### config.mk
export PLATFORM = sky130hd
export DESIGN_NAME = charge_supervisor_fsm
export DESIGN_NICKNAME = d
export VERILOG_FILES = /design/src/hdl/charge_sup_pkg.sv /design/src/hdl/charge_supervisor_fsm.sv
export SDC_FILE = /design/constraint.sdc
export NUM_CORES = 1
export LEC_CHECK = 0
export BUFFER_PORTS_ARGS = -buffer_cell sky130_fd_sc_hd__buf_4
export CORE_MARGIN = 5
export CORE_UTILIZATION = 60
export CTS_CLUSTER_SIZE = 12
export DETAILED_ROUTE_END_ITERATION = 8
export PLACE_DENSITY = 0.81
export SYNTH_ARGS = -nofsm -noshare
export SYNTH_HDL_FRONTEND = slang
export SYNTH_SLANG_ARGS = --single-unit
### constraint.sdc
create_clock -name hclk -period 5.1 [get_ports hclk]
set_input_delay 0 -clock hclk [delete_from_list [all_inputs] [get_ports hclk]]
set_output_delay 0 -clock hclk [all_outputs]
set_load 0.01 [all_outputs]
### src/hdl/charge_sup_pkg.sv
// constants and carrier types of the charge supervisor
package charge_sup_pkg;
	// ----------------------------------------------------------------
	// timing, each figure in its own unit
	// ----------------------------------------------------------------
	localparam int CLK_HZ = 25_000_000;
	localparam int TICK_HZ = 1_000;
	localparam int ENTRY_DEBOUNCE_MS = 1;
	localparam int TERM_SHORT_MS = 20;
	localparam int TERM_LONG_MS = 200;
	localparam int SAFETY_HOURS = 12;
	localparam int SECONDS_PER_HOUR = 3_600;
	localparam int MS_PER_S = 1_000;
	localparam int WDOG_S_00 = 175;
	localparam int WDOG_S_01 = 88;
	localparam int WDOG_S_10 = 44;
	localparam int WDOG_S_11 = 22;

	// ----------------------------------------------------------------
	// register indices, byte address is four times the index
	// ----------------------------------------------------------------
	localparam logic [7:0] IDX_CHG_CUR = 8'h14;
	localparam logic [7:0] IDX_VOLT_LIM = 8'h15;
	localparam logic [7:0] IDX_CFG0 = 8'h39;
	localparam logic [7:0] IDX_CFG2 = 8'h3b;
	localparam logic [7:0] IDX_CFG1 = 8'h3c;
	localparam logic [7:0] IDX_TRICKLE = 8'h3e;
	localparam logic [7:0] IDX_CFG3 = 8'h4c;
	localparam logic [7:0] IDX_CFG4 = 8'h4e;
	localparam logic [7:0] IDX_CFG7 = 8'h52;
	localparam logic [7:0] IDX_STATUS = 8'h60;
	localparam logic [7:0] IDX_NONE = 8'hff;
	localparam logic [15:0] REG_RESET = 16'h0000;

	// ----------------------------------------------------------------
	// field positions
	// ----------------------------------------------------------------
	localparam int CFG0_WDOG_DIS = 7;
	localparam int CFG1_REVERSE_EN = 11;
	localparam int CFG1_LEARN_REQ = 12;
	localparam int CFG1_LEARN_VEXIT = 13;
	localparam int CFG2_PROFILE_HI = 5;
	localparam int CFG3_AUTO_EN = 7;
	localparam int CFG3_WDOG_SEL = 11;
	localparam int CFG3_TERM_SEL = 13;
	localparam int CFG4_PROFILE_LO = 14;
	localparam int CFG7_EOC_SEL = 8;

	// ----------------------------------------------------------------
	// types
	// ----------------------------------------------------------------
	typedef enum logic [1:0] {
		M_IDLE = 2'h0,
		M_HOST = 2'h1,
		M_AUTO = 2'h3,
		M_FAULT = 2'h2
	} mode_type;

	typedef struct packed {
		logic battery_absent_pin;
		logic vbat_below_entry;
		logic ichg_below_eoc;
		logic constant_voltage_phase;
		logic vbat_above_2v7;
		logic vadp_below_3v2;
		logic vbat_above_5v2;
		logic vbat_below_trickle;
		logic fault_detect;
		logic narrow_dc_operation;
		logic throttle_request;
	} sense_type;

	typedef struct packed {
		logic battery_fet_gate;
		logic adapter_fet_gate;
		logic switcher_enable;
		logic charge_enable;
		logic reverse_enable;
		logic thermistor_source_on;
		logic [1:0] thermal_charge_profile;
		logic [1:0] eoc_select;
		logic battery_only;
		logic learn_active;
		logic autonomous_active;
		logic constant_voltage_phase;
		logic [15:0] charge_current_target;
	} drive_type;

	typedef struct packed {
		logic [23:0] reserved;
		logic [1:0] profile;
		logic autonomous;
		logic battery_only;
		logic wd_expired;
		logic learn;
		mode_type mode;
	} status_type;

	typedef struct packed {
		mode_type mode;
		logic [15:0] chg_cur;
		logic [15:0] volt_lim;
		logic [15:0] trickle_v;
		logic [15:0] cfg0;
		logic [15:0] cfg1;
		logic [15:0] cfg2;
		logic [15:0] cfg3;
		logic [15:0] cfg4;
		logic [15:0] cfg7;
		logic dp_sel;
		logic dp_write;
		logic dp_wait;
		logic [7:0] dp_idx;
		logic [31:0] rdata;
		sense_type s1;
		sense_type s2;
		sense_type s3;
		sense_type sv;
		logic [14:0] tick_cnt;
		logic tick;
		logic [14:0] deb_cnt;
		logic [7:0] term_cnt;
		logic [17:0] wd_cnt;
		logic [25:0] safe_cnt;
		logic wd_expired;
		logic learn;
		logic absent_prev;
		drive_type drv;
		logic throttle_oe;
	} state_type;
endpackage

### src/hdl/charge_supervisor_fsm.sv
// supervisory state machine of the charger with its ahb-lite registers
`timescale 1ns/1ps
`default_nettype none

// Contract
// [RULE_01] config three bit seven enables autonomous charging
// [RULE_02] autonomous mode stops watchdog, repurposes throttle pin
// [RULE_03] host keeps reverse turbo off in autonomous
// [RULE_04] setpoint writes never clear autonomous enable
// [RULE_05] twelve hours without termination ends autonomous
// [RULE_06] any fault clears autonomous enable bit
// [RULE_07] config seven bits nine:eight pick eoc
// [RULE_08] entry needs fet on, low battery 1ms
// [RULE_09] autonomous charge uses current setpoint register
// [RULE_10] throttle pin pulled low while autonomous
// [RULE_11] low current in cv for 20/200ms terminates
// [RULE_12] host mode never terminates; host restarts charge
// [RULE_13] watchdog disabled: fault holds until bit cleared
// [RULE_14] no setpoint write in period: fet off
// [RULE_15] timeout keeps current setpoint, regulates system
// [RULE_16] host rewrites a setpoint after timeout
// [RULE_17] config zero bit seven disables watchdog
// [RULE_18] reverse needs battery absent pin low
// [RULE_19] two bits select thermistor profile
// [RULE_20] learn entry: host command, narrow dc only
// [RULE_21] learn exit: command, low battery, absent rise
// [RULE_22] battery above 2.7V, adapter low: battery only
// [RULE_23] reverse needs battery above 5.2V
// [RULE_24] safety timer runs only inside autonomous charging
module charge_supervisor_fsm #(
	parameter int TICK_CYCLES = charge_sup_pkg::CLK_HZ
		/ charge_sup_pkg::TICK_HZ,
	parameter int TICKS_PER_S = charge_sup_pkg::TICK_HZ,
	parameter int SAFETY_TICKS = charge_sup_pkg::SAFETY_HOURS
		* charge_sup_pkg::SECONDS_PER_HOUR * charge_sup_pkg::TICK_HZ
) (
	// clock and reset
	input wire logic hclk,
	input wire logic hresetn,
	// ahb-lite register slave
	input wire logic hsel,
	input wire logic [31:0] haddr,
	input wire logic [1:0] htrans,
	input wire logic hwrite,
	input wire logic [2:0] hsize,
	input wire logic [31:0] hwdata,
	input wire logic hready,
	output logic hreadyout,
	output logic hresp,
	output logic [31:0] hrdata,
	// comparators and pins, asynchronous
	input wire charge_sup_pkg::sense_type sense,
	// power stage controls
	output var charge_sup_pkg::drive_type drive,
	// open-drain throttle alert
	output logic throttle_alert_n_o,
	output logic throttle_alert_n_oe
);
	// ----------------------------------------------------------------
	// derived counts
	// ----------------------------------------------------------------
	localparam int ENTRY_CYCLES = TICK_CYCLES
		* charge_sup_pkg::ENTRY_DEBOUNCE_MS * charge_sup_pkg::TICK_HZ
		/ charge_sup_pkg::MS_PER_S;
	localparam logic [14:0] TICK_LAST = 15'(TICK_CYCLES - 1);
	localparam logic [14:0] ENTRY_LAST = 15'(ENTRY_CYCLES - 1);
	localparam logic [7:0] TERM_SHORT = 8'(charge_sup_pkg::TERM_SHORT_MS
		* charge_sup_pkg::TICK_HZ / charge_sup_pkg::MS_PER_S);
	localparam logic [7:0] TERM_LONG = 8'(charge_sup_pkg::TERM_LONG_MS
		* charge_sup_pkg::TICK_HZ / charge_sup_pkg::MS_PER_S);
	localparam logic [17:0] WD_00 = 18'(charge_sup_pkg::WDOG_S_00
		* TICKS_PER_S);
	localparam logic [17:0] WD_01 = 18'(charge_sup_pkg::WDOG_S_01
		* TICKS_PER_S);
	localparam logic [17:0] WD_10 = 18'(charge_sup_pkg::WDOG_S_10
		* TICKS_PER_S);
	localparam logic [17:0] WD_11 = 18'(charge_sup_pkg::WDOG_S_11
		* TICKS_PER_S);
	localparam logic [25:0] SAFETY_LIM = 26'(SAFETY_TICKS);
	localparam int SW = $bits(charge_sup_pkg::sense_type);

	if (TICK_CYCLES < 2 || TICK_CYCLES > 32767 || TICKS_PER_S < 1
		|| charge_sup_pkg::WDOG_S_00 * TICKS_PER_S > 262143
		|| SAFETY_TICKS < 1 || SAFETY_TICKS > 67108863
		|| ENTRY_CYCLES < 1) begin : g_bad_param
		$error("charge_supervisor_fsm: parameter out of range");
	end

	// ----------------------------------------------------------------
	// state
	// ----------------------------------------------------------------
	charge_sup_pkg::state_type st_q;
	charge_sup_pkg::state_type st_d;
	charge_sup_pkg::status_type stat;
	logic acc;
	logic host_wr;
	logic host_kick;
	logic [31:0] rd;
	logic auto_en;
	logic fault;
	logic batt_only;
	logic abs_rise;
	logic wd_on;
	logic wd_fire;
	logic [17:0] wd_lim;
	logic [7:0] term_lim;
	logic chg_ok;
	logic deb_cond;
	logic deb_go;
	logic term_cond;
	logic term_go;
	logic safe_go;
	logic charging;

	always_comb begin
		st_d = st_q;
		auto_en = st_q.cfg3[charge_sup_pkg::CFG3_AUTO_EN];
		fault = st_q.sv.fault_detect;
		batt_only = st_q.sv.vbat_above_2v7 && st_q.sv.vadp_below_3v2;
		abs_rise = st_q.sv.battery_absent_pin && !st_q.absent_prev;
		acc = hsel && htrans[1] && hsize == 3'h2;
		host_wr = st_q.dp_sel && st_q.dp_write;
		host_kick = host_wr && (st_q.dp_idx == charge_sup_pkg::IDX_CHG_CUR
			|| st_q.dp_idx == charge_sup_pkg::IDX_VOLT_LIM);
		// autonomous mode owns termination, so the watchdog stands down
		wd_on = !st_q.cfg0[charge_sup_pkg::CFG0_WDOG_DIS] && !auto_en; // see [RULE_02] see [RULE_17]
		case (st_q.cfg3[charge_sup_pkg::CFG3_WDOG_SEL +: 2])
			2'h0: wd_lim = WD_00;
			2'h1: wd_lim = WD_01;
			2'h2: wd_lim = WD_10;
			default: wd_lim = WD_11;
		endcase
		wd_fire = wd_on && st_q.tick && !st_q.wd_expired
			&& st_q.wd_cnt == wd_lim;
		term_lim = st_q.cfg3[charge_sup_pkg::CFG3_TERM_SEL] ? TERM_LONG
			: TERM_SHORT; // see [RULE_11]
		// stop charging in the expiry cycle itself, not one cycle late
		chg_ok = st_q.chg_cur != 16'h0000 && st_q.trickle_v != 16'h0000
			&& !st_q.wd_expired && !wd_fire; // see [RULE_15]
		deb_cond = auto_en && st_q.mode != charge_sup_pkg::M_AUTO
			&& st_q.drv.battery_fet_gate && st_q.sv.vbat_below_entry;
		deb_go = deb_cond && st_q.deb_cnt == ENTRY_LAST; // see [RULE_08]
		term_cond = st_q.mode == charge_sup_pkg::M_AUTO
			&& st_q.sv.ichg_below_eoc && st_q.sv.constant_voltage_phase;
		term_go = term_cond && st_q.tick && st_q.term_cnt == term_lim;
		safe_go = st_q.mode == charge_sup_pkg::M_AUTO && st_q.tick
			&& st_q.safe_cnt == SAFETY_LIM; // see [RULE_05]
		stat = '0;
		stat.mode = st_q.mode;
		stat.learn = st_q.learn;
		stat.wd_expired = st_q.wd_expired;
		stat.battery_only = st_q.drv.battery_only;
		stat.autonomous = st_q.drv.autonomous_active;
		stat.profile = st_q.drv.thermal_charge_profile;
		case (st_q.dp_idx)
			charge_sup_pkg::IDX_CHG_CUR: rd = {16'h0000, st_q.chg_cur};
			charge_sup_pkg::IDX_VOLT_LIM: rd = {16'h0000, st_q.volt_lim};
			charge_sup_pkg::IDX_TRICKLE: rd = {16'h0000, st_q.trickle_v};
			charge_sup_pkg::IDX_CFG0: rd = {16'h0000, st_q.cfg0};
			charge_sup_pkg::IDX_CFG1: rd = {16'h0000, st_q.cfg1};
			charge_sup_pkg::IDX_CFG2: rd = {16'h0000, st_q.cfg2};
			charge_sup_pkg::IDX_CFG3: rd = {16'h0000, st_q.cfg3};
			charge_sup_pkg::IDX_CFG4: rd = {16'h0000, st_q.cfg4};
			charge_sup_pkg::IDX_CFG7: rd = {16'h0000, st_q.cfg7};
			charge_sup_pkg::IDX_STATUS: rd = stat;
			default: rd = 32'h0000_0000;
		endcase

		// ------------------------------------------------------------
		// input synchronisers and 1 ms tick
		// ------------------------------------------------------------
		st_d.s1 = sense;
		st_d.s2 = st_q.s1;
		st_d.s3 = st_q.s2;
		for (int i = 0; i < SW; i++) begin
			if (st_q.s2[i] == st_q.s3[i]) begin
				st_d.sv[i] = st_q.s3[i];
			end
		end
		st_d.tick = st_q.tick_cnt == TICK_LAST;
		st_d.tick_cnt = st_d.tick ? 15'h0000 : st_q.tick_cnt + 15'h0001;

		// ------------------------------------------------------------
		// bus: writes in the data phase, reads take one wait state
		// ------------------------------------------------------------
		if (st_q.dp_wait) begin
			st_d.dp_wait = 1'b0;
			st_d.rdata = rd;
		end
		if (host_wr) begin
			// no side effect on cfg3, so setpoint writes keep auto on
			case (st_q.dp_idx)
				charge_sup_pkg::IDX_CHG_CUR: st_d.chg_cur = hwdata[15:0]; // see [RULE_04]
				charge_sup_pkg::IDX_VOLT_LIM: st_d.volt_lim = hwdata[15:0]; // see [RULE_04]
				charge_sup_pkg::IDX_TRICKLE: st_d.trickle_v = hwdata[15:0];
				charge_sup_pkg::IDX_CFG0: st_d.cfg0 = hwdata[15:0];
				charge_sup_pkg::IDX_CFG1: st_d.cfg1 = hwdata[15:0];
				charge_sup_pkg::IDX_CFG2: st_d.cfg2 = hwdata[15:0];
				charge_sup_pkg::IDX_CFG3: st_d.cfg3 = hwdata[15:0]; // see [RULE_01]
				charge_sup_pkg::IDX_CFG4: st_d.cfg4 = hwdata[15:0];
				charge_sup_pkg::IDX_CFG7: st_d.cfg7 = hwdata[15:0];
				default: ;
			endcase
		end
		if (hready) begin
			st_d.dp_sel = acc;
			st_d.dp_write = hwrite;
			st_d.dp_wait = acc && !hwrite;
			st_d.dp_idx = haddr[31:10] == 22'h00_0000 ? haddr[9:2]
				: charge_sup_pkg::IDX_NONE;
		end

		// ------------------------------------------------------------
		// watchdog: expiry wins over a same-cycle setpoint write
		// ------------------------------------------------------------
		if (wd_fire) begin
			st_d.wd_expired = 1'b1; // see [RULE_14] see [RULE_15]
			st_d.wd_cnt = 18'h0_0000;
		end else if (host_kick) begin
			st_d.wd_expired = 1'b0; // see [RULE_16]
			st_d.wd_cnt = 18'h0_0000;
		end else if (!wd_on) begin
			st_d.wd_cnt = 18'h0_0000;
		end else if (st_q.tick && !st_q.wd_expired) begin
			st_d.wd_cnt = st_q.wd_cnt + 18'h0_0001;
		end

		// ------------------------------------------------------------
		// battery learn mode
		// ------------------------------------------------------------
		st_d.absent_prev = st_q.sv.battery_absent_pin;
		if (st_q.learn) begin
			if (!st_d.cfg1[charge_sup_pkg::CFG1_LEARN_REQ] || abs_rise
				|| (st_q.cfg1[charge_sup_pkg::CFG1_LEARN_VEXIT]
				&& st_q.sv.vbat_below_trickle)) begin
				st_d.learn = 1'b0; // see [RULE_21]
				st_d.cfg1[charge_sup_pkg::CFG1_LEARN_REQ] = 1'b0;
			end
		end else if (st_q.cfg1[charge_sup_pkg::CFG1_LEARN_REQ]
			&& st_q.sv.narrow_dc_operation) begin
			st_d.learn = 1'b1; // see [RULE_20]
		end

		// ------------------------------------------------------------
		// charge mode machine and its timers
		// ------------------------------------------------------------
		st_d.deb_cnt = deb_cond && !deb_go ? st_q.deb_cnt + 15'h0001
			: 15'h0000;
		if (!term_cond) begin
			st_d.term_cnt = 8'h00;
		end else if (st_q.tick) begin
			st_d.term_cnt = st_q.term_cnt + 8'h01;
		end
		if (st_q.mode == charge_sup_pkg::M_AUTO && st_q.tick) begin
			st_d.safe_cnt = st_q.safe_cnt + 26'h000_0001;
		end
		case (st_q.mode)
			charge_sup_pkg::M_IDLE: begin
				if (fault) begin
					st_d.mode = charge_sup_pkg::M_FAULT;
				end else if (deb_go) begin
					st_d.mode = charge_sup_pkg::M_AUTO; // see [RULE_08]
				end else if (!auto_en && chg_ok) begin
					st_d.mode = charge_sup_pkg::M_HOST;
				end
			end
			charge_sup_pkg::M_HOST: begin
				// host mode holds cv with small current, never ends itself
				if (fault) begin
					st_d.mode = charge_sup_pkg::M_FAULT;
				end else if (auto_en || !chg_ok) begin
					st_d.mode = charge_sup_pkg::M_IDLE; // see [RULE_12]
				end
			end
			charge_sup_pkg::M_AUTO: begin
				if (fault) begin
					st_d.mode = charge_sup_pkg::M_FAULT;
				end else if (!auto_en || safe_go || term_go) begin
					st_d.mode = charge_sup_pkg::M_IDLE; // see [RULE_11]
				end
				if (safe_go) begin
					st_d.cfg3[charge_sup_pkg::CFG3_AUTO_EN] = 1'b0; // see [RULE_05]
				end
			end
			charge_sup_pkg::M_FAULT: begin
				if (!fault && !st_q.cfg0[charge_sup_pkg::CFG0_WDOG_DIS]) begin
					st_d.mode = charge_sup_pkg::M_IDLE; // see [RULE_13]
				end
			end
			default: st_d.mode = charge_sup_pkg::M_IDLE;
		endcase
		if (fault) begin
			st_d.cfg3[charge_sup_pkg::CFG3_AUTO_EN] = 1'b0; // see [RULE_06]
		end
		if (st_d.mode != charge_sup_pkg::M_AUTO) begin
			st_d.safe_cnt = 26'h000_0000; // see [RULE_24]
		end

		// ------------------------------------------------------------
		// outputs
		// ------------------------------------------------------------
		charging = st_d.mode == charge_sup_pkg::M_HOST
			|| st_d.mode == charge_sup_pkg::M_AUTO;
		st_d.drv.battery_only = batt_only;
		st_d.drv.learn_active = st_d.learn;
		st_d.drv.autonomous_active = st_d.mode == charge_sup_pkg::M_AUTO;
		st_d.drv.battery_fet_gate = batt_only || st_d.learn
			|| (!st_d.wd_expired && st_d.mode != charge_sup_pkg::M_FAULT
			&& !st_q.sv.battery_absent_pin); // see [RULE_14] see [RULE_22]
		st_d.drv.adapter_fet_gate = batt_only
			|| !st_q.sv.vadp_below_3v2; // see [RULE_22]
		st_d.drv.switcher_enable = !st_d.learn && !batt_only
			&& st_d.volt_lim != 16'h0000; // see [RULE_20] see [RULE_15]
		st_d.drv.charge_enable = charging;
		st_d.drv.constant_voltage_phase = charging
			&& st_q.sv.constant_voltage_phase; // see [RULE_12]
		st_d.drv.charge_current_target = st_d.chg_cur; // see [RULE_09]
		st_d.drv.reverse_enable = st_d.cfg1[charge_sup_pkg::CFG1_REVERSE_EN]
			&& !st_q.sv.battery_absent_pin // see [RULE_18]
			&& st_q.sv.vbat_above_5v2; // see [RULE_23]
		st_d.drv.thermal_charge_profile = {
			st_d.cfg2[charge_sup_pkg::CFG2_PROFILE_HI],
			st_d.cfg4[charge_sup_pkg::CFG4_PROFILE_LO]}; // see [RULE_19]
		st_d.drv.thermistor_source_on =
			|st_d.drv.thermal_charge_profile; // see [RULE_19]
		st_d.drv.eoc_select =
			st_d.cfg7[charge_sup_pkg::CFG7_EOC_SEL +: 2]; // see [RULE_07]
		st_d.throttle_oe = st_d.cfg3[charge_sup_pkg::CFG3_AUTO_EN]
			? st_d.mode == charge_sup_pkg::M_AUTO // see [RULE_10] see [RULE_02]
			: st_q.sv.throttle_request;
	end

	always_ff @(posedge hclk or negedge hresetn) begin
		if (!hresetn) begin
			st_q <= '0;
			st_q.mode <= charge_sup_pkg::M_IDLE;
			st_q.chg_cur <= charge_sup_pkg::REG_RESET;
			st_q.volt_lim <= charge_sup_pkg::REG_RESET;
			st_q.cfg3 <= charge_sup_pkg::REG_RESET;
			st_q.dp_idx <= charge_sup_pkg::IDX_NONE;
		end else begin
			st_q <= st_d;
		end
	end

	assign hreadyout = !st_q.dp_wait;
	assign hresp = 1'b0;
	assign hrdata = st_q.rdata;
	assign drive = st_q.drv;
	assign throttle_alert_n_o = 1'b0;
	assign throttle_alert_n_oe = st_q.throttle_oe;
endmodule

`default_nettype wire

Word level (Yosys, flattened, before mapping)
Index checks and enable logic that the tools add are counted.

storage, ports and cells
  bits in registers = 331
  logic and storage cells = 251

cells by class
  add/sub/neg operators = 5
  mux-type cells = 44
  eq/ne operators = 39
  reductions and logical operators = 79

operators with widths
  kind                     number
  $pmux W16 S10            1
  $mux W128                1
  $mux W16                 8
  $mux W18                 4
  $pmux W18 S3             1
  $mux W26                 2
  $reduce_bool A16 Y1      3
  $logic_and A1 B1 Y1      37
  $eq A8 B6 Y1 const B     4
  $eq A8 B7 Y1 const B     4
  $mux W8                  4
  $add A15 B1 Y15 const B  2
  $eq A15 B15 Y1 const B   2
  $mux W15                 2
  $add A26 B1 Y26 const B  1
  $eq A26 B26 Y1 const B   1
  $logic_not A22 Y1        1
  $add A18 B1 Y18 const B  1
  $eq A18 B18 Y1           1
  $eq A8 B5 Y1 const B     2
  $logic_not A1 Y1         16
  $mux W2                  8
  $reduce_and A2 Y1        8
  $eq A1 B1 Y1             11
  14 further kinds         42

Longest topological paths before layout
Gate-level depths: netlist of the first run.

  depth after elaboration = 16
  mapped depth = 9

Least setup slack after synthesis of the first run
Ideal clock, no wire load.

  path type = register -> register
  from = reg st_q[248] (netlist bit)
  to = reg st_q[65] (netlist bit)
  library setup time = 0.118 ns
  cell stages (with the launch flop) = 10
  data arrival time = 2.236 ns
  required time = 4.982 ns
  setup slack = 2.746 ns
  path through = dfrtp_1 inv_1 ha_1 or4b_1 a2111oi_0 nand4_1 nand2b_1 buf_2 buf_4 nor2_1

between the ends
  cells in the longest elaborated chain, start to end = 5
  elaborated cells between the ends (all ways) = 8
  classes of those cells = 4 x eq/ne; 2 x mux; 2 x reduce/logical

RTL lines
  element                                                    RTL line                      RTL
  start: declaration                                         charge_supervisor_fsm.sv:92   charge_sup_pkg::state_type st_q;
  start signal: assignment                                   charge_supervisor_fsm.sv:342  st_q <= st_d;
  $eq A2 B2 Y1 (tied with other cells)                       charge_supervisor_fsm.sv:127  case (st_q.cfg3[charge_sup_pkg::CFG3_WDOG_SEL +: 2])
  $pmux W18 S3 *                                             charge_supervisor_fsm.sv:127
  $eq A18 B18 Y1 *                                           charge_supervisor_fsm.sv:134  && st_q.wd_cnt == wd_lim;
  $logic_and A1 B1 Y1 *                                      charge_supervisor_fsm.sv:134
  $ne A4 B2 Y1 (no source line) or $mux W18 (tied branches)  --

Every way passes the cells marked *; elsewhere a longest branch is shown, timed or not.
A chain may end at the register's enable or synchronous reset.

Worst setup path after layout of the first run
  from = reg st_q[193] (netlist bit)
  to = reg st_q[284] (netlist bit)

between the ends
  cells in the longest elaborated chain, start to end = 2

RTL lines
  element                             RTL line                      RTL
  $eq A8 B6 Y1                        charge_supervisor_fsm.sv:192  case (st_q.dp_idx)
  $reduce_and A2 Y1 (no source line)  --

No other way between the ends.

==> metrics.md, run 1 <==
| Metric | Value |
|---|---|
| Sequential Power Share | 0.499 |
| Worst-margin pin slew | 1.14 ns |
| Io pins | 151 |
| Clock latency at the later pin of the worst-skew pair | 0.52 ns |
| ANT cells | 0 |
| Post-synthesis sequential area ratio | 0.520 |
| GRT met2 Usage | 0.401 |
| Mux cell area share after synthesis | 0.128 |
| Clock buffer depth | 3 |
| # rows | 58 |
| Startpoint types | flop |
| Total Power | 5.14 mW |
| Starting density of the core | 0.603 |
| Combinational share of power | 0.043 |
| Met3 Usage GRT | 0.0448 |
| Required @ worst endpoint | 5.49 ns |
| Leak Pwr | 7.67 nW |
| Clock power frac | 0.457 |
| Hold Crit Class | primary input to async pin |
| Status | finished clean |
| Vias in the first global route | 10635 |
| Drt wl/cell | 20.8 um |
| Final Skew | 0.0138 ns |
| Cells after Synth | 1253 |
| H-tree depth | 2 |
| Yosys cell types | 85 |
| Grt total ovfl | 0 |
| CP Class | flop to flop |
| Worst Path Arrival | 3.68 ns |
| GR Layer Usage met1 | 0.342 |
| Post-Syn Area | 0.0150 sq mm |
| Crit path capture type | flop |
| Post-route minimum period | 3.29 ns |
| Initial antenna violation count | 2 |
| Share of cells above drive strength 1 | 0.269 |
| R2r startpoint | st_q[193]$_DFFE_PN1P_ |
| GPL Wtd Cong | 0.891 |
| Relative slew slack | 0.234 |
| Syn_area_per_cell | 12.0 sq um |
| Nets@finish | 1442 |
| Synth Area in XOR/XNOR | 0.0396 |
| Final setup fails | 0 |
| Busiest grt layer | met2 |
| Peak VDD IR | 0.270 mV |
| Yosys reg bits | 312 |
| Largest family of logic cells by synthesized area | simple AND/OR/NAND/NOR gates |
| Total Routing Usage GR | 0.247 |
| Power Internal | 4.03 mW |
| Post-synth ARST share | 1.00 |
| Commonest non-fill, non-tap cell in the layout | dfrtp_1 |
| First-pass GRT wire length | 56900 um |
| Initial DRC Count | 1004 |
| Post-synth EDFFs | 0 |
| Sw Pwr | 1.11 mW |
| Detailed Routing Iterations Pass 1 | 5 |
| Post-DP HPWL | 23100 um |
| Commonest cells after routing, fill and taps aside | dfrtp_1, mux2_2, buf_4, nor2_1, nand2_1 |
| Prevailing post-synth register cell | dfrtp_1 |
| Count of buffers from port buffering | 113 |
| Die Wd | 168 um |
| # DRC | 0 |
| RSZ-0062 raised after global routing | no |
| Switching Share | 0.215 |
| Total wire length | 35200 um |
| Largest net degree at the start of global routing | 112 |
| Crit-path max FO | 29 |
| Total CTS buffers | 34 |
| Compound-Gate Fraction of Synth Area | 0.104 |
| Die footprint | 0.0283 sq mm |
| Synthesis-to-layout area growth | 14.4% |
| Sinks on the clock net | 312 |
| Setup crit start | st_q[193]$_DFFE_PN1P_ |
| Root Buffer Master | clkbuf_16 |
| Chip height | 168 um |
| Hold Violations, Final | 0 |
| PwrDens | 298 mW/mm^2 |
| FMAX | 304 MHz |
| Synthesis Warnings | 0 |
| Vias/cell | 6.22 |
| Max Slew Vio Count | 0 |
| CTS tree | yes |
| Setup TNS | 0 ns |
| Clk slew on worst S/H paths | 0.06 ns |
| Detailed-route via count | 10518 |
| Tcrit/Tclk final | 0.646 |
| Synth Area in Adders | 0.0173 |
| Core box area | 0.0250 sq mm |
| Antenna-violating nets left | 0 |
| Max cap viols | 0 |
| Simple-gate share of the synthesized area | 0.130 |
-- per-layer routing --
metal	wire length, um	vias to the layer above
li1	-	4700
met1	15000	5346
met2	16800	391
met3	2320	77
met4	1040	4
met5	27	-
-- area by class of cell --
type | instances | area [sq um]
Tap cell | 330 | 413
Timing Repair Buffer | 175 | 1440
Multi-Input combinational cell | 801 | 6410
Fill cell | 1751 | 7740
Clock inverter | 6 | 58.8
Clock buffer | 47 | 1000
Inverter | 21 | 78.8
Sequential cell | 312 | 7820
-- cells by family (layout without fill, tap and decap cells) --
kind of cell               after synthesis  count (layout)
adders and majority gates               23              23
and+or+nand+nor                        323             323
AOI/OAI and AO/OA                      194             194
other                                    1              18
muxes                                  175             175
buffers and inverters                  157             249
xor gates and xnor gates                68              68
DFF                                    312             312
-- through the flow --
stage          utilization  instance area, sq um  worst slack (ns)  hold WS [ns]  cells
3_5_place_dp         0.628                 15700              1.88         0.111   1590
6_report             0.690                 17200              1.81         0.114   1692
4_1_cts              0.690                 17200              1.86         0.118   1692
3_3_place_gp         0.628                 15700              1.87         0.109   1590
5_1_grt              0.690                 17200              1.74         0.141   1692
2_1_floorplan            -                 15100              2.75        -0.296   1270
-- path summary, 6_finish.rpt --
path / cells after the start / slack [ns] / endpoint
max: 5 / 1.81 / st_q[284]$_DFFE_PN0P_
min: 2 / 0.11 / st_q[263]$_DFFE_PN0P_
max reg2reg: 5 / 1.81 / st_q[284]$_DFFE_PN0P_
min reg2reg: 0 / 0.35 / st_d[129]$_DFF_PN0_
max in group asynchronous: 3 / 3.51 / st_q[205]$_DFFE_PN0P_
min in group hclk: 2 / 0.14 / st_d[143]$_DFF_PN0_
-- registers in the layout, summed over array words and instances, names as in the netlist --
name / cells
st_d: 23
fault: 1
auto_en: 1
throttle_alert_n_oe: 1
hrdata: 16
st_q: 244
drive: 26
-- power groups by stage --
stage	registers, mW	clock network [mW]	logic, mW
after CTS	2.56	2.39	0.223
final	2.56	2.35	0.222
after global placement	2.61	0	0.194
after detailed placement	2.61	0	0.198
after global routing	2.57	2.51	0.246
after floorplan	2.59	0	0.101
-- cell usage after synthesis, types with 6 or more instances --
| library cell | count | area share |
|---|---|---|
| nand2_1 | 50 | 0.012 |
| or3_1 | 10 | 0.0042 |
| a21oi_1 | 18 | 0.0060 |
| o21ai_0 | 20 | 0.0067 |
| or4_1 | 7 | 0.0035 |
| o22a_1 | 12 | 0.0070 |
| mux2i_1 | 34 | 0.023 |
| dfrtp_1 | 304 | 0.51 |
| o2bb2ai_1 | 22 | 0.013 |
| o2111ai_1 | 8 | 0.0047 |
| buf_1 | 13 | 0.0032 |
| nand3_1 | 28 | 0.0093 |
| a211oi_2 | 18 | 0.015 |
| mux2_2 | 137 | 0.10 |
| xnor2_1 | 19 | 0.011 |
| buf_2 | 19 | 0.0063 |
| maj3_1 | 11 | 0.0073 |
| a211oi_1 | 11 | 0.0055 |
| nor2_1 | 62 | 0.015 |
| inv_1 | 20 | 0.0050 |
| xor2_1 | 49 | 0.029 |
| nor3_1 | 14 | 0.0047 |
| buf_4 | 71 | 0.035 |
| and2_1 | 6 | 0.0025 |
| ha_1 | 12 | 0.010 |
| a22oi_1 | 30 | 0.015 |
| and4_1 | 9 | 0.0052 |
| and3_1 | 18 | 0.0075 |
| clkbuf_1 | 29 | 0.0072 |
| o22ai_1 | 18 | 0.0075 |
| nand4_1 | 30 | 0.012 |
| nand2b_1 | 7 | 0.0029 |
| o211ai_1 | 6 | 0.0030 |
| nor4_1 | 23 | 0.0096 |
| dfstp_2 | 8 | 0.014 |
| nor4b_1 | 9 | 0.0052 |
-- repair_timing --
item	in CTS	in global routing
hold buffers	49	0
hold endpoints to repair	275	0
setup endpoints to repair	0	0
gates resized for setup	0	0
buffers inserted	0	0
-- worst max-delay path, stage by stage, from the launching register on --
cell,delay [ns]
dfstp_2,1.04
and3b_1,0.27
nand2b_1,0.41
nor3_2,0.75
buf_4,0.33
mux2_2,0.36
No activity file was read; power rests on OpenSTA's default activity.
==> inputs of run 2 (changes only) <==
ABC_AREA = 1   (was unset)
CORE_UTILIZATION = 54   (was 60)
PLACE_DENSITY = 0.77   (was 0.81)
clock period = 2.85 ns   (was 5.1 ns; I/O delays follow)
==> metrics.md, run 2 <==
| Metric | Value |
|---|---|
| Status | finished clean (unchanged) |
| Util after Layout | 0.634 (was 0.690) |
| Core box area | 0.0277 sq mm (was 0.0250 sq mm) |
| Placed Cells | 2222 (was 1590) |
| Max cap viols | 0 (unchanged) |
| Largest net degree at the start of global routing | 85 (was 112) |
| Yosys reg bits | 312 (unchanged) |
| H-tree depth | 2 (unchanged) |
| Cells after Synth | 1802 (was 1253) |
| PwrDens | 538 mW/mm^2 (was 298 mW/mm^2) |
| Crit-path max cell delay | 0.56 ns (was 1.04 ns) |
| Prevailing post-synth register cell | dfrtp_1 (unchanged) |
| Total wire length | 37800 um (was 35200 um) |
| # DRC | 0 (unchanged) |
| Total Power | 9.45 mW (was 5.14 mW) |
| Clk slew on worst S/H paths | 0.06 ns (about the same) |
| Post-route minimum period | 2.50 ns (was 3.29 ns) |
| Crit path capture type | flop (unchanged) |
| Setup TNS | 0 ns (unchanged) |
| # rows | 61 (was 58) |
| Sinks on the clock net | 312 (unchanged) |
| Die Wd | 177 um (was 168 um) |
| Top reg by flops | st_q (unchanged) |
| Final Skew | 0.0211 ns (was 0.0138 ns) |
| Finished Cell Area | 0.0176 sq mm (was 0.0172 sq mm) |
| Leak Pwr | 8.79 nW (was 7.67 nW) |
| Root Buffer Master | clkbuf_16 (unchanged) |
| Vias in the first global route | 12278 (was 10635) |
| Hold Crit Class | primary input to flop (was primary input to async pin) |
| Detailed-route via count | 12443 (was 10518) |
| Synth top area share | 0.505 (was 0.506) |
| Post-synth EDFFs | 0 (unchanged) |
| Post-synthesis sequential area ratio | 0.519 (was 0.520) |
| FMAX | 400 MHz (was 304 MHz) |
| Tcrit/Tclk final | 0.877 (was 0.646) |
| Commonest cells post-synth | nand2_1, dfrtp_1, inv_1 (was dfrtp_1, mux2_2, buf_4) |
| Vias/cell | 5.36 (was 6.22) |
| Synth top area cells | dfrtp_1, nand2_1, o21ai_0 (was dfrtp_1, mux2_2, buf_4) |
| Cell mode on critical path | nand2_1 |
| Synthesis Warnings | 0 (unchanged) |
| Total Routing Usage GR | 0.245 (was 0.247) |
| Area of the multi-input gates | 0.00581 sq mm (was 0.00641 sq mm) |
| Filler cells | 2227 (was 1751) |
| Max Slew Vio Count | 0 (unchanged) |
| CTS tree | yes (unchanged) |
| Share of cells above drive strength 1 | 0.127 (was 0.269) |
| Drt wl/cell | 16.3 um (was 20.8 um) |
| Initial antenna violation count | 0 (was 2) |
| CP Class | flop to flop (unchanged) |
| Most frequent cell after synthesis | nand2_1 (was dfrtp_1) |
| Antenna-violating nets left | 0 (unchanged) |
| Peak VDD IR | 0.511 mV (was 0.270 mV) |
| Die footprint | 0.0313 sq mm (was 0.0283 sq mm) |
| Crit-path max FO | 20 (was 29) |
| Relative slew slack | 0.397 (was 0.234) |
| Setup WS post-layout | 0.352 ns (was 1.81 ns) |
| First-pass GRT wire length | 62300 um (was 56900 um) |
| Nets@finish | 2024 (was 1442) |
| Hold Violations, Final | 0 (unchanged) |
| Post-route insts no fill | 2323 (was 1692) |
| Commonest cells after routing, fill and taps aside | nand2_1, dfrtp_1, inv_1, o21ai_0, nor2_1 (was dfrtp_1, mux2_2, buf_4, nor2_1, nand2_1) |
| Clock buffer depth | 3 (unchanged) |
| Clock latency at the later pin of the worst-skew pair | 0.51 ns (was 0.52 ns) |
| Dpl ws | 0.440 ns (was 1.88 ns) |
| Initial DRC Count | 1331 (was 1004) |
| Slowest cell on crit path | dfstp_2 (unchanged) |
| Worst Path Arrival | 2.88 ns (was 3.68 ns) |
| Yosys cell types | 49 (was 85) |
| Final setup fails | 0 (unchanged) |
| GPL Wtd Cong | 0.921 (was 0.891) |
| Post-synth ARST share | 1.00 (unchanged) |
| Startpoint types | flop (unchanged) |
| Storage cell area | 0.00782 sq mm (unchanged) |
| Detailed Routing Iterations Pass 1 | 7 (was 5) |
| Post-Syn Area | 0.0151 sq mm (was 0.0150 sq mm) |
| Chip height | 177 um (was 168 um) |
| RSZ-0062 raised after global routing | no (unchanged) |
| Synthesis-to-layout area growth | 16.7% (was 14.4%) |
| Largest register FFs | 244 (unchanged) |
| Io pins | 151 (unchanged) |
| Count of buffers from port buffering | 113 (unchanged) |
| Critical path cell sequence | inv_2, nor3_1, buf_4, nand2_1, inv_2, nand2_1, buf_4, nand2_1, o21ai_0 (was and3b_1, nand2b_1, nor3_2, buf_4, mux2_2) |
| Starting density of the core | 0.544 (was 0.603) |
| Syn_area_per_cell | 8.36 sq um (was 12.0 sq um) |
| Grt total ovfl | 0 (unchanged) |
| Commonest non-fill, non-tap cell in the layout | nand2_1 (was dfrtp_1) |
| Required @ worst endpoint | 3.23 ns (was 5.49 ns) |
| Post-DP Area | 0.0160 sq mm (was 0.0157 sq mm) |
| Worst-margin pin slew | 0.896 ns (was 1.14 ns) |
| Post-DP HPWL | 26300 um (was 23100 um) |
| Worst hold slack | 0.0471 ns (was 0.114 ns) |
| Synth area leader | dfrtp_1 (unchanged) |
| Total CTS buffers | 35 (was 34) |
| Setup Buffers After CTS | 0 (unchanged) |
-- run 2: cell count changes after synthesis, moves of 20 or more --
| cell | change |
|---|---|
| nor2_1 | +107 |
| o2bb2ai_1 | -22 |
| mux2_2 | -137 |
| nand2_1 | +386 |
| a22oi_1 | -30 |
| inv_1 | +167 |
| o21ai_0 | +163 |
| mux2i_1 | -34 |
| a21oi_1 | +20 |
| nand3_1 | +84 |
| nor3_1 | +21 |
| o21ai_1 | +22 |
-- run 2: final cells by class --
type,count,area share
timing repair buffer,187,0.0897
antenna,1,0.000142
clock buffer,47,0.0581
sequential,312,0.445
clock inverter,7,0.00648
multi-input combinational,1190,0.331
inverter,201,0.0432
tap,378,0.0269
-- run 2: cell families (layout without fill, tap and decap cells) --
group	count (synthesis)	in the layout	share of synthesized area
other	1	19	0.000249
AOI/OAI and AO/OA	273	273	0.0951
xor gates and xnor gates	38	38	0.0221
adders and majority gates	23	23	0.0173
DFF	312	312	0.519
and+or+nand+nor	838	838	0.247
buffers and inverters	317	442	0.0995
-- run 2: final timing paths --
kind,from,to,slack (ns),cells past startpoint
max,st_q[195]$_DFFE_PN1P_,st_q[309]$_DFFE_PN0P_,0.35,9
min,haddr[28],st_q[195]$_DFFE_PN1P_,0.05,5
max reg2reg,st_q[195]$_DFFE_PN1P_,st_q[309]$_DFFE_PN0P_,0.35,9
min reg2reg,st_d[148]$_DFF_PN0_,st_d[137]$_DFF_PN0_,0.34,0
max in group asynchronous,hresetn,st_q[72]$_DFFE_PN0P_,1.90,3
min in group asynchronous,hresetn,drive[24]$_DFF_PN0_,0.07,2
-- run 2: what timing repair did --
action                                 CTS  global route
endpoints found under the hold margin  230             0
hold buffers                            46             0
gates resized for setup                  0             0
-- run 2: critical path, delay by kind of cell, from the launching register on --
kind	cells	cell delay (ns)
flip-flops	1	0.56
buffers and inverters	4	0.88
AO/OA/AOI/OAI	1	0.09
AND/OR/NAND/NOR	4	0.83
-- run 2: report_power, final --
group	internal, mW	switching, mW	total, mW
clock network	2.76	1.74	4.50
registers	4.50	0.0442	4.55
logic	0.160	0.252	0.412
-- run 2: layer usage --
| metal | GRT usage | vias to the layer above | part of all wire | wire (um) |
|---|---|---|---|---|
| met2 | 0.394 | 461 | 0.46 | 17500 |
| met1 | 0.335 | 5937 | 0.43 | 16100 |
| met3 | 0.0485 | 88 | 0.079 | 2970 |
| li1 | - | 5957 | - | - |
| met4 | 0.0841 | 0 | 0.032 | 1200 |
| met5 | 0 | - | 0 | 0 |
